## config.mk

```make
export PLATFORM = sky130hd
export DESIGN_NAME = lift_status_fault_encoder
export DESIGN_NICKNAME = d
export VERILOG_FILES = /design/src/rtl/lift_out_pkg.sv /design/src/rtl/fault_if.sv /design/src/rtl/fault_prio_enc.sv /design/src/rtl/floor_sync.sv /design/src/rtl/lift_status_fault_encoder.sv
export SDC_FILE = /design/constraint.sdc
export NUM_CORES = 1
export LEC_CHECK = 0
export BUFFER_PORTS_ARGS = -buffer_cell sky130_fd_sc_hd__buf_2
export CAP_MARGIN = 20
export CORE_ASPECT_RATIO = 1.1
export CORE_MARGIN = 4
export CORE_UTILIZATION = 45
export CTS_CLUSTER_SIZE = 20
export DETAILED_ROUTE_END_ITERATION = 10
export HOLD_SLACK_MARGIN = 0.12
export PLACE_DENSITY = 0.73
export SYNTH_ARGS = -nofsm -noshare
export SYNTH_HDL_FRONTEND = slang
export SYNTH_HIERARCHICAL = 1
export SYNTH_SLANG_ARGS = --single-unit
```

## constraint.sdc

```tcl
create_clock -name ref_clk_i -period 1.7 [get_ports ref_clk_i]
set_input_delay 0.085 -clock ref_clk_i [delete_from_list [all_inputs] [get_ports ref_clk_i]]
set_output_delay 0.085 -clock ref_clk_i [all_outputs]
set_load 0.01 [all_outputs]
```

## src/rtl/lift_out_pkg.sv

```systemverilog
// Package: register map, fault codes and field constants for the lift output encoder
package lift_out_pkg;

  // ****************************************************************
  // Register byte addresses
  // ****************************************************************
  localparam logic [7:0] ADDR_CTRL     = 8'h00;
  localparam logic [7:0] ADDR_FLOOR    = 8'h04;
  localparam logic [7:0] ADDR_LFAULT   = 8'h08;
  localparam logic [7:0] ADDR_DFAULT   = 8'h0c;
  localparam logic [7:0] ADDR_STATUS   = 8'h10;
  localparam logic [7:0] ADDR_IRQ_STAT = 8'h14;
  localparam logic [7:0] ADDR_IRQ_MASK = 8'h18;

  // ****************************************************************
  // Field positions
  // ****************************************************************
  localparam int CTRL_CONTACTOR = 0;
  localparam int CTRL_BRAKE     = 1;
  localparam int CTRL_DECEL     = 2;
  localparam int CTRL_SHOW_REQ  = 3;
  localparam int FLOOR_CUR_LSB  = 0;
  localparam int FLOOR_REQ_LSB  = 8;
  localparam int FLOOR_CALL_LSB = 16;
  localparam int FLOOR_W        = 5;
  localparam int FAULT_W        = 4;
  localparam int LFAULT_W       = 11;
  localparam int DFAULT_W       = 15;
  localparam int IRQ_W          = 3;
  localparam int IRQ_LFAULT     = 0;
  localparam int IRQ_DFAULT     = 1;
  localparam int IRQ_GRANT      = 2;

  // ****************************************************************
  // Reset values
  // ****************************************************************
  localparam logic [31:0] CTRL_RST  = 32'h0000_0000;
  localparam logic [31:0] FLOOR_RST = 32'h0000_0000;
  localparam logic [31:0] ZERO_WORD = 32'h0000_0000;

  // ****************************************************************
  // Fault codes: fault source i gives code i+1, code 0 means no fault
  // ****************************************************************
  localparam logic [3:0] FAULT_NONE = 4'h0;
  typedef logic [3:0] fault_code_t;

  // AHB transfer type and size
  localparam logic [1:0] HTRANS_NONSEQ = 2'b10;
  localparam logic [2:0] HSIZE_WORD    = 3'b010;

endpackage

```

## src/rtl/fault_if.sv

```systemverilog
// Interface: fault sources and the encoded fault bus between encoder and top
`timescale 1ns/1ns
`default_nettype none
interface fault_if;
  logic [10:0] lift_act;
  logic [14:0] drive_act;
  logic [3:0]  code;
  logic        is_lift;
  modport enc (input lift_act, input drive_act, output code, output is_lift);
  modport top (output lift_act, output drive_act, input code, input is_lift);
endinterface
`default_nettype wire

```

## src/rtl/fault_prio_enc.sv

```systemverilog
// Priority encoder for lift and drive faults onto a 4-bit fault bus
`timescale 1ns/1ns
`default_nettype none
module fault_prio_enc
  import lift_out_pkg::*;
(
  // Clock and reset
  input  wire logic ref_clk_i,
  input  wire logic rst_n_i,
  input  wire logic clk_en_i,
  // Fault bus
  fault_if.enc      flt
);

  logic [3:0] nxt_code;
  logic       nxt_lift;
  logic [3:0] code_ff;
  logic       lift_ff;

  // Lowest numbered active source wins within each set
  always_comb
  begin
    nxt_code = FAULT_NONE;
    nxt_lift = 1'b0;
    for (int i = DFAULT_W - 1; i >= 0; i--)
      if (flt.drive_act[i])
        nxt_code = 4'(i + 1);
    for (int i = LFAULT_W - 1; i >= 0; i--)
      if (flt.lift_act[i])
      begin
        nxt_code = 4'(i + 1);
        nxt_lift = 1'b1;
      end
  end

  // Registered so the code and its flag change on the same edge
  always_ff @(posedge ref_clk_i or negedge rst_n_i)
  begin
    if (!rst_n_i)
    begin
      code_ff <= FAULT_NONE;
      lift_ff <= 1'b0;
    end
    else if (clk_en_i)
    begin
      code_ff <= nxt_code;
      lift_ff <= nxt_lift;
    end
  end

  assign flt.code    = code_ff;
  assign flt.is_lift = lift_ff;

endmodule
`default_nettype wire

```

## src/rtl/floor_sync.sv

```systemverilog
// Two-flop synchroniser bank for pin inputs
`timescale 1ns/1ns
`default_nettype none
module floor_sync #(
  parameter int W = 1
) (
  // Clock and reset
  input  wire logic         ref_clk_i,
  input  wire logic         rst_n_i,
  input  wire logic         clk_en_i,
  // Data
  input  wire logic [W-1:0] d_i,
  output logic      [W-1:0] q_o
);

  logic [W-1:0] meta_ff;
  logic [W-1:0] sync_ff;

  // Elaboration-time guard: a zero-width bank has nothing to carry
  if (W < 1)
  begin : g_bad_width
    $error("floor_sync: W must be at least 1");
  end

  // First stage is read only by the second
  always_ff @(posedge ref_clk_i or negedge rst_n_i)
  begin
    if (!rst_n_i)
    begin
      meta_ff <= '0;
      sync_ff <= '0;
    end
    else if (clk_en_i)
    begin
      meta_ff <= d_i;
      sync_ff <= meta_ff;
    end
  end

  assign q_o = sync_ff;

endmodule
`default_nettype wire

```

## src/rtl/lift_status_fault_encoder.sv

```systemverilog
// Lift output signalling: floor code, decel approval, relays, fault bus, AHB-Lite regs
// Contract
// - Grant approval only when stop equals calling floor
// - Floor-select flag high when showing stop floor
// - Decelerating flag follows motor deceleration
// - Floor code five bits, bits 3-4 upper
// - Four-bit fault code, all off without fault
// - Lift fault beats drive fault
// - Lift-fault aux output marks lift code set
// - Lift fault codes one to eleven
// - Drive fault codes one to fifteen
// - Contactor relay opens or closes drive output
// - Separate brake relay drives machine brake
// - Floor 1 all off, floor 32 all on
//
// The implementer's own choices: the address map and the AHB-Lite interface to the registers.
`timescale 1ns/1ns
`default_nettype none
module lift_status_fault_encoder
  import lift_out_pkg::*;
(
  // Clock, reset, enable
  input  wire logic        ref_clk_i,
  input  wire logic        rst_n_i,
  input  wire logic        clk_en_i,
  // AHB-Lite slave
  input  wire logic        hsel_i,
  input  wire logic [31:0] haddr_i,
  input  wire logic [1:0]  htrans_i,
  input  wire logic        hwrite_i,
  input  wire logic [2:0]  hsize_i,
  input  wire logic [31:0] hwdata_i,
  input  wire logic        hready_i,
  output logic      [31:0] hrdata_o,
  output logic             hreadyout_o,
  output logic             hresp_o,
  // Lift controller pins
  input  wire logic        decel_approval_request_i,
  output logic             decel_approval_grant_o,
  output logic [4:0]       floor_code_o,
  output logic             floor_select_flag_o,
  output logic             decelerating_flag_o,
  // Relays
  output logic             contactor_relay_o,
  output logic             brake_relay_o,
  // Fault bus
  input  wire logic [10:0] lift_fault_i,
  input  wire logic [14:0] drive_fault_i,
  output logic [3:0]       fault_code_o,
  output logic             aux_output_1_o,
  // Interrupt
  output logic             irq_o
);
  import lift_out_pkg::*;

  // ****************************************************************
  // Signals
  // ****************************************************************
  logic [31:0] ctrl_ff;
  logic [31:0] floor_ff;
  logic [IRQ_W-1:0] irq_stat_ff;
  logic [IRQ_W-1:0] irq_mask_ff;
  logic        wr_pend_ff;
  logic        rd_pend_ff;
  logic [7:0]  addr_ff;
  logic [31:0] rdata_ff;
  logic        req_s;
  logic        grant_ff;
  logic        grant_q_ff;
  logic        lift_q_ff;
  logic        drv_q_ff;
  logic [4:0]  nxt_floor;
  logic        nxt_grant;
  logic [31:0] nxt_rdata;
  logic        wr_stat;
  logic [IRQ_W-1:0] ev;
  logic        take;

  fault_if flt ();

  // ****************************************************************
  // Synchronisers and fault encoder
  // ****************************************************************
  floor_sync #(.W(1 + LFAULT_W + DFAULT_W)) u_sync (
    .ref_clk_i (ref_clk_i),
    .rst_n_i   (rst_n_i),
    .clk_en_i  (clk_en_i),
    .d_i       ({decel_approval_request_i, lift_fault_i, drive_fault_i}),
    .q_o       ({req_s, flt.lift_act, flt.drive_act})
  );

  fault_prio_enc u_enc (
    .ref_clk_i (ref_clk_i),
    .rst_n_i   (rst_n_i),
    .clk_en_i  (clk_en_i),
    .flt       (flt)
  );

  // ****************************************************************
  // AHB-Lite slave
  // ****************************************************************
  // Zero-wait slave: address phase latched, data phase next cycle
  assign take = hsel_i && hready_i && htrans_i[1];

  always_ff @(posedge ref_clk_i or negedge rst_n_i)
  begin
    if (!rst_n_i)
    begin
      wr_pend_ff <= 1'b0;
      rd_pend_ff <= 1'b0;
      addr_ff    <= 8'h00;
    end
    else if (clk_en_i)
    begin
      wr_pend_ff <= take && hwrite_i;
      rd_pend_ff <= take && !hwrite_i;
      if (take)
        addr_ff <= haddr_i[7:0];
    end
  end

  // Read mux; unmapped addresses read zero
  always_comb
  begin
    nxt_rdata = ZERO_WORD;
    unique case (haddr_i[7:0])
      ADDR_CTRL:     nxt_rdata = ctrl_ff;
      ADDR_FLOOR:    nxt_rdata = floor_ff;
      ADDR_LFAULT:   nxt_rdata = {21'h0, flt.lift_act};
      ADDR_DFAULT:   nxt_rdata = {17'h0, flt.drive_act};
      ADDR_STATUS:   nxt_rdata = {24'h0, grant_ff, req_s, flt.is_lift, 1'b0, flt.code};
      ADDR_IRQ_STAT: nxt_rdata = {29'h0, irq_stat_ff};
      ADDR_IRQ_MASK: nxt_rdata = {29'h0, irq_mask_ff};
      default:       nxt_rdata = ZERO_WORD;
    endcase
  end

  // Read data captured at the address phase, stands in the data phase
  always_ff @(posedge ref_clk_i or negedge rst_n_i)
  begin
    if (!rst_n_i)
      rdata_ff <= ZERO_WORD;
    else if (clk_en_i && take && !hwrite_i)
      rdata_ff <= nxt_rdata;
  end

  assign hrdata_o    = rdata_ff;
  assign hreadyout_o = 1'b1;
  assign hresp_o     = 1'b0;

  // ****************************************************************
  // Control and floor registers
  // ****************************************************************
  // Software steers relays, decel flag and floor values
  always_ff @(posedge ref_clk_i or negedge rst_n_i)
  begin
    if (!rst_n_i)
    begin
      ctrl_ff  <= CTRL_RST;
      floor_ff <= FLOOR_RST;
    end
    else if (clk_en_i && wr_pend_ff)
    begin
      if (addr_ff == ADDR_CTRL)
        ctrl_ff <= {28'h0, hwdata_i[3:0]};
      if (addr_ff == ADDR_FLOOR)
        floor_ff <= {11'h0, hwdata_i[20:16], 3'h0, hwdata_i[12:8], 3'h0, hwdata_i[4:0]};
    end
  end

  // ****************************************************************
  // Terminal outputs
  // ****************************************************************
  // Stop floor or current floor, 0 means floor 1, 31 floor 32
  always_comb
  begin
    if (ctrl_ff[CTRL_SHOW_REQ])
      nxt_floor = floor_ff[FLOOR_REQ_LSB +: FLOOR_W];
    else
      nxt_floor = floor_ff[FLOOR_CUR_LSB +: FLOOR_W];
  end

  // Grant only while request held and floors match
  assign nxt_grant = req_s &&
    (floor_ff[FLOOR_REQ_LSB +: FLOOR_W] == floor_ff[FLOOR_CALL_LSB +: FLOOR_W]);

  always_ff @(posedge ref_clk_i or negedge rst_n_i)
  begin
    if (!rst_n_i)
    begin
      floor_code_o        <= 5'h00;
      floor_select_flag_o <= 1'b0;
      decelerating_flag_o <= 1'b0;
      contactor_relay_o   <= 1'b0;
      brake_relay_o       <= 1'b0;
      grant_ff            <= 1'b0;
    end
    else if (clk_en_i)
    begin
      floor_code_o        <= nxt_floor;
      floor_select_flag_o <= ctrl_ff[CTRL_SHOW_REQ];
      decelerating_flag_o <= ctrl_ff[CTRL_DECEL];
      contactor_relay_o   <= ctrl_ff[CTRL_CONTACTOR];
      brake_relay_o       <= ctrl_ff[CTRL_BRAKE];
      grant_ff            <= nxt_grant;
    end
  end

  assign decel_approval_grant_o = grant_ff;
  assign fault_code_o           = flt.code;
  assign aux_output_1_o         = flt.is_lift;

  // ****************************************************************
  // Interrupts
  // ****************************************************************
  // Rising-edge events: new lift fault, new drive fault, grant given
  always_ff @(posedge ref_clk_i or negedge rst_n_i)
  begin
    if (!rst_n_i)
    begin
      grant_q_ff <= 1'b0;
      lift_q_ff  <= 1'b0;
      drv_q_ff   <= 1'b0;
    end
    else if (clk_en_i)
    begin
      grant_q_ff <= grant_ff;
      lift_q_ff  <= |flt.lift_act;
      drv_q_ff   <= |flt.drive_act;
    end
  end

  assign ev[IRQ_LFAULT] = (|flt.lift_act) && !lift_q_ff;
  assign ev[IRQ_DFAULT] = (|flt.drive_act) && !drv_q_ff;
  assign ev[IRQ_GRANT]  = grant_ff && !grant_q_ff;
  assign wr_stat        = wr_pend_ff && (addr_ff == ADDR_IRQ_STAT);

  // Set wins over a write-one-to-clear in the same cycle
  always_ff @(posedge ref_clk_i or negedge rst_n_i)
  begin
    if (!rst_n_i)
    begin
      irq_stat_ff <= '0;
      irq_mask_ff <= '0;
    end
    else if (clk_en_i)
    begin
      irq_stat_ff <= (irq_stat_ff & ~(wr_stat ? hwdata_i[IRQ_W-1:0] : '0)) | ev;
      if (wr_pend_ff && addr_ff == ADDR_IRQ_MASK)
        irq_mask_ff <= hwdata_i[IRQ_W-1:0];
    end
  end

  assign irq_o = |(irq_stat_ff & irq_mask_ff);

endmodule
`default_nettype wire

```

# Word level (Yosys, flattened, before mapping)

Index checks and enable logic that the tools add are counted.

Bits of input ports: 102
Memories: 0
Latch bits: 0
Memory bits (writable): 0
Output and inout bits: 50
Memory bits (read-only): 0
Word-level logic and storage cells: 99
Bits in registers: 138

Muxes and demuxes: 40
$add $sub $neg: 0
$mul: 0
Shift-type cells: 0
Reduce and logical (&&, ||, !) cells: 25
Div/mod/pow operators: 0
Bitwise logic cells: 4
Order comparisons: 0
Eq/ne operators: 10

Operator list:

| kind                                           | count |
|---|---|
| one-hot mux 21 bit (7 select lines)            | 1 |
| two-way mux 4 bit                              | 26 |
| == test 8 x 5 -> 1 bit (second input constant) | 5 |
| == test 8 x 3 -> 1 bit (second input constant) | 2 |
| == test 8 x 4 -> 1 bit (second input constant) | 2 |
| zero test 8 bit                                | 2 |
| OR reduction 15 bit                            | 1 |
| logical AND 1 bit                              | 12 |
| two-way mux 1 bit                              | 11 |
| OR reduction 11 bit                            | 1 |
| AND reduction 2 bit                            | 4 |
| bitwise AND 3 bit                              | 2 |
| == test 5 bit                                  | 1 |
| two-way mux 5 bit                              | 1 |
| zero test 1 bit                                | 4 |
| two-way mux 3 bit                              | 1 |
| inverter 3 bit                                 | 1 |
| OR 3 bit                                       | 1 |
| OR reduction 3 bit                             | 1 |

# Longest topological paths before layout

Depth after elaboration: 26
Gate-level depth with buffers: 7
Mapped depth without buffers: 4

# Cells and area by module

Netlist, hierarchy kept.

By module, submodules not included:

| module                    | cells each | instances | area each (µm²) | sequential area each (µm²) |
|---|---|---|---|---|
| lift_status_fault_encoder | 284        | 1         | 3,353.2         | 1,676.6 |
| floor_sync                | 114        | 1         | 2,258.4         | 1,351.3 |
| fault_prio_enc            | 65         | 1         | 485.5           | 125.1 |

# Least setup slack after synthesis

No wires, ideal clock.

Path kind: reg2reg
Start point: register addr_ff[1]
End point: register floor_ff[10]
Arrival: 1.644 ns
Cell stages (with the launch flop): 7
Data required time: 1.575 ns
Setup time: 0.125 ns
Clock period less this slack: 1.769 ns
Buffers on the path: 2
Slack: -0.069 ns
Cell sequence: dfrtp_1 or3_4 nor3_4 and3b_1 buf_6 buf_12 mux2_4

Cells in the longest elaborated chain, start to end: 2

RTL lines:

| item                                 | line                             | text |
|---|---|---|
| start: declaration                   | lift_status_fault_encoder.sv:65  | `logic [7:0] addr_ff;` |
| start signal: assignment             | lift_status_fault_encoder.sv:118 | `addr_ff <= haddr_i[7:0];` |
| == test 8 x 3 -> 1 bit               | lift_status_fault_encoder.sv:166 | `if (addr_ff == ADDR_FLOOR)` |
| AND reduction 2 bit (no source line) | n/a                              |  |
| end signal: assignment               | lift_status_fault_encoder.sv:167 | `floor_ff <= {11'h0, hwdata_i[20:16], 3'h0, hwdata_i[12:8], 3'h0, hwdata_i[4:0]};` |
| end: declaration                     | lift_status_fault_encoder.sv:60  | `logic [31:0] floor_ff;` |

No other way between the ends.
A chain may end at the register's enable or synchronous reset.

# Worst setup path after layout

Start point: register addr_ff[1]
End point: register floor_ff[9]

The elaborated chain is that of the path after synthesis.

==> out/metrics.csv <==
metric;value;unit
grt_max_degree;127;
routedWlPerCell;18.1;µm
switching_share;25.4;%
drive_gt1_share;38.2;%
worst_pin_slew;726;ps
track_usage;19.0;%
p_comb_share;14.0;%
cp_slowest_stage_delay;400;ps
r2r-start;addr_ff[1];
clock_latency;410;ps
fin_setup_tns;-958;ps
cp-end-kind;flop;
via_per_inst;5.37;
yosysWarnings;6;
htreeDepth;4;
crit_buf_inv;1;
intPower;0.00604;W
finClkSkew;3.47;ps
gp_congestion;0.841;
finalHoldViolCount;0;
start_util;46.1;%
p_sw;0.00205;W
pwr-share-clk;40.7;%
synthTopCellsByArea;dfrtp_1 (52%), mux2_4 (16%), mux2_2 (5.4%);
die_w;119;µm
insertedDiodeCount;0;
dp.cells;705;
die_area;15500;µm²
die_height;130;µm
crit_type;reg2reg;
drt_iter0_markers;267;
io_buffers;92;
fmax;560;MHz
syn2layout_area_growth;27.2;%
max_slew_margin;51.6;%
synthFlopType;dfrtp_1;
dpl.hpwl;9710;µm
seqPwrFrac;45.3;%
period_share;105;%
cp_data_required_time;2000;ps
p_leak;3.68;nW
cap_violations;0;
synth_edf_count;0;
min_period;1780;ps
ys_seq_elements;126;
crit_slowest_cell;or3_4;
hold_class;in2reg;
synthArstFlopShare;100;%
yosysSeqAreaShare;51.7;%
yosysUniqueCellTypes;57;
drt-pass1-iter-count;6;
finalSetupViolations;15;
ir_drop;0.712;mV
crit_start;addr_ff[1];
grt_pass1_vias;4348;
crit_family;simple AND/OR/NAND/NOR gates;
syn-mean-instance-area;13.2;µm²
slew_violations;0;
path_cells;or3_4 -> nor3_4 -> and3b_2 -> clkbuf_16 -> mux2_4;
post-place-ws;-87.6;ps
worstPathArrival;2080;ps
cts-buffers-inserted;17;
clkTransAtPathRegs;50;ps
clock-root-buffer;clkbuf_16;
grt-ovfl-total;0;
cts_max_path_buffers;2;
nets;718;
syn_inst;463;
finalPower;0.00809;W
outcome;complete, but fails checks;
synth_common_cells;dfrtp_1 (126), mux2_4 (63), mux2_2 (29), nand2_1 (22), nor2_1 (22);
yosysTopAreaCell;dfrtp_1;
clock_sinks;126;
core_area;13200;µm²
antenna_found_initial;0;
violations;negative setup slack;
grt_pass1_wl;23000;µm
startpoint_type;flop;
io_pins;152;
via_count;4246;
p_per_area;1040;nW/µm²
cts_tree;built;
r2r_setup_slack;-80;ps
hold_start;hready_i;
drc;0;
synth.most_common_cell;dfrtp_1;
finalNonFillerCells;790;
yosysTopAreaCellShare;51.7;%
layout_setup_ws;-84.6;ps
routed_wl;14300;µm
worstPathMaxFanout;7;
ant_nets;0;
rows;44;
rsz0062_at_grt;yes;
synth_area;6100;µm²
[path summary, 6_finish.rpt]
check,endpoint,cells after the start
max in group asynchronous,u_sync/q_o[3],3
min in group asynchronous,u_sync/meta_ff[7],3
worst min-delay path,addr_ff[4],4
worst max register to register,floor_ff[9],5
worst min register to register,irq_stat_ff[2],1
worst max-delay path,floor_ff[9],5
[worst min-delay path, cell delays in order]
cell and delay [ps]:
buf_2 100, nand4_1 70, buf_4 180, o21ai_0 90
[flip-flops by register name, indices dropped and copies added (netlist names), 3 cells and up]
signal and flops:
u_enc/flt.code 4, irq_mask_ff 3, irq_stat_ff 3, ctrl_ff 4, u_sync/meta_ff 27, floor_code_o 5, floor_ff 15, u_sync/q_o 27
hrdata_o 20, addr_ff 8
[area by class of cell]
type / instances / area [µm²]
fillers: 1047 / 5460
flip-flops and latches: 126 / 3150
multi-input cells: 299 / 2670
repair buffers: 158 / 1140
clock buffers: 25 / 475
well taps: 161 / 201
clock inverters: 7 / 62.6
inverters: 14 / 52.6
[power groups by stage]
| stage | Combinational [W] | Sequential, W | Clock, W |
|---|---|---|---|
| 2_1_floorplan | 0.000757 | 0.00359 | 0 |
| 3_3_place_gp | 0.00101 | 0.00370 | 0 |
| 3_5_place_dp | 0.00103 | 0.00371 | 0 |
| 4_1_cts | 0.00113 | 0.00366 | 0.00336 |
| 5_1_grt | 0.00123 | 0.00371 | 0.00349 |
| 6_report | 0.00114 | 0.00366 | 0.00329 |
[cell usage in the layout (no fill, tap or decap), drive strengths merged, types with 3 or more instances in the layout]
cell / instances
a22o: 6
nand2: 22
or4: 3
clkbuf: 26
a32o: 4
dfrtp: 126
nor2b: 4
nor4: 11
inv: 14
clkinv: 5
conb: 14
o31ai: 5
nand3: 4
a22oi: 8
nand4: 6
a21oi: 14
nor2: 22
nand2b: 4
a211o: 3
buf: 106
mux2: 92
mux2i: 16
o21bai: 3
o21ai: 14
nor3: 12
o221a: 3
dlygate4sd3: 51
xnor2: 5
[per-layer routing]
metal,up-vias,GRT usage [%],wire (µm)
met5,-,0,0
met4,0,7.70,251
met3,24,5.03,795
met2,126,30.9,7070
met1,2122,24.4,6220
li1,1974,-,-
[through the flow]
step	utilization (%)	instance area (µm²)	hold slack [ps]
floorplan	-	6140	-211
global placement	50.2	6640	230
detailed placement	50.2	6640	239
CTS	58.2	7690	140
global route	58.7	7760	185
finish	58.7	7760	161
[logic make-up (layout without fill, tap and decap cells)]
family / Yosys count / in the layout / share of synthesized area [%]
AOI/OAI and AO/OA: 76 / 76 / 9.17
xor gates and xnor gates: 5 / 5 / 0.718
buffers and inverters: 50 / 204 / 5.89
DFF: 126 / 126 / 51.7
muxes: 109 / 109 / 23.9
other: 2 / 14 / 0.123
and+or+nand+nor: 95 / 95 / 8.52
[what timing repair did]
action,CTS,global route
hold endpoints to repair,185,0
cloned,0,1
hold buffers,51,0
gates resized for setup,3,7
buffers inserted,0,1
pin swaps,1,0
endpoints found under the setup margin,18,24
No activity file was read; power rests on OpenSTA's default activity.
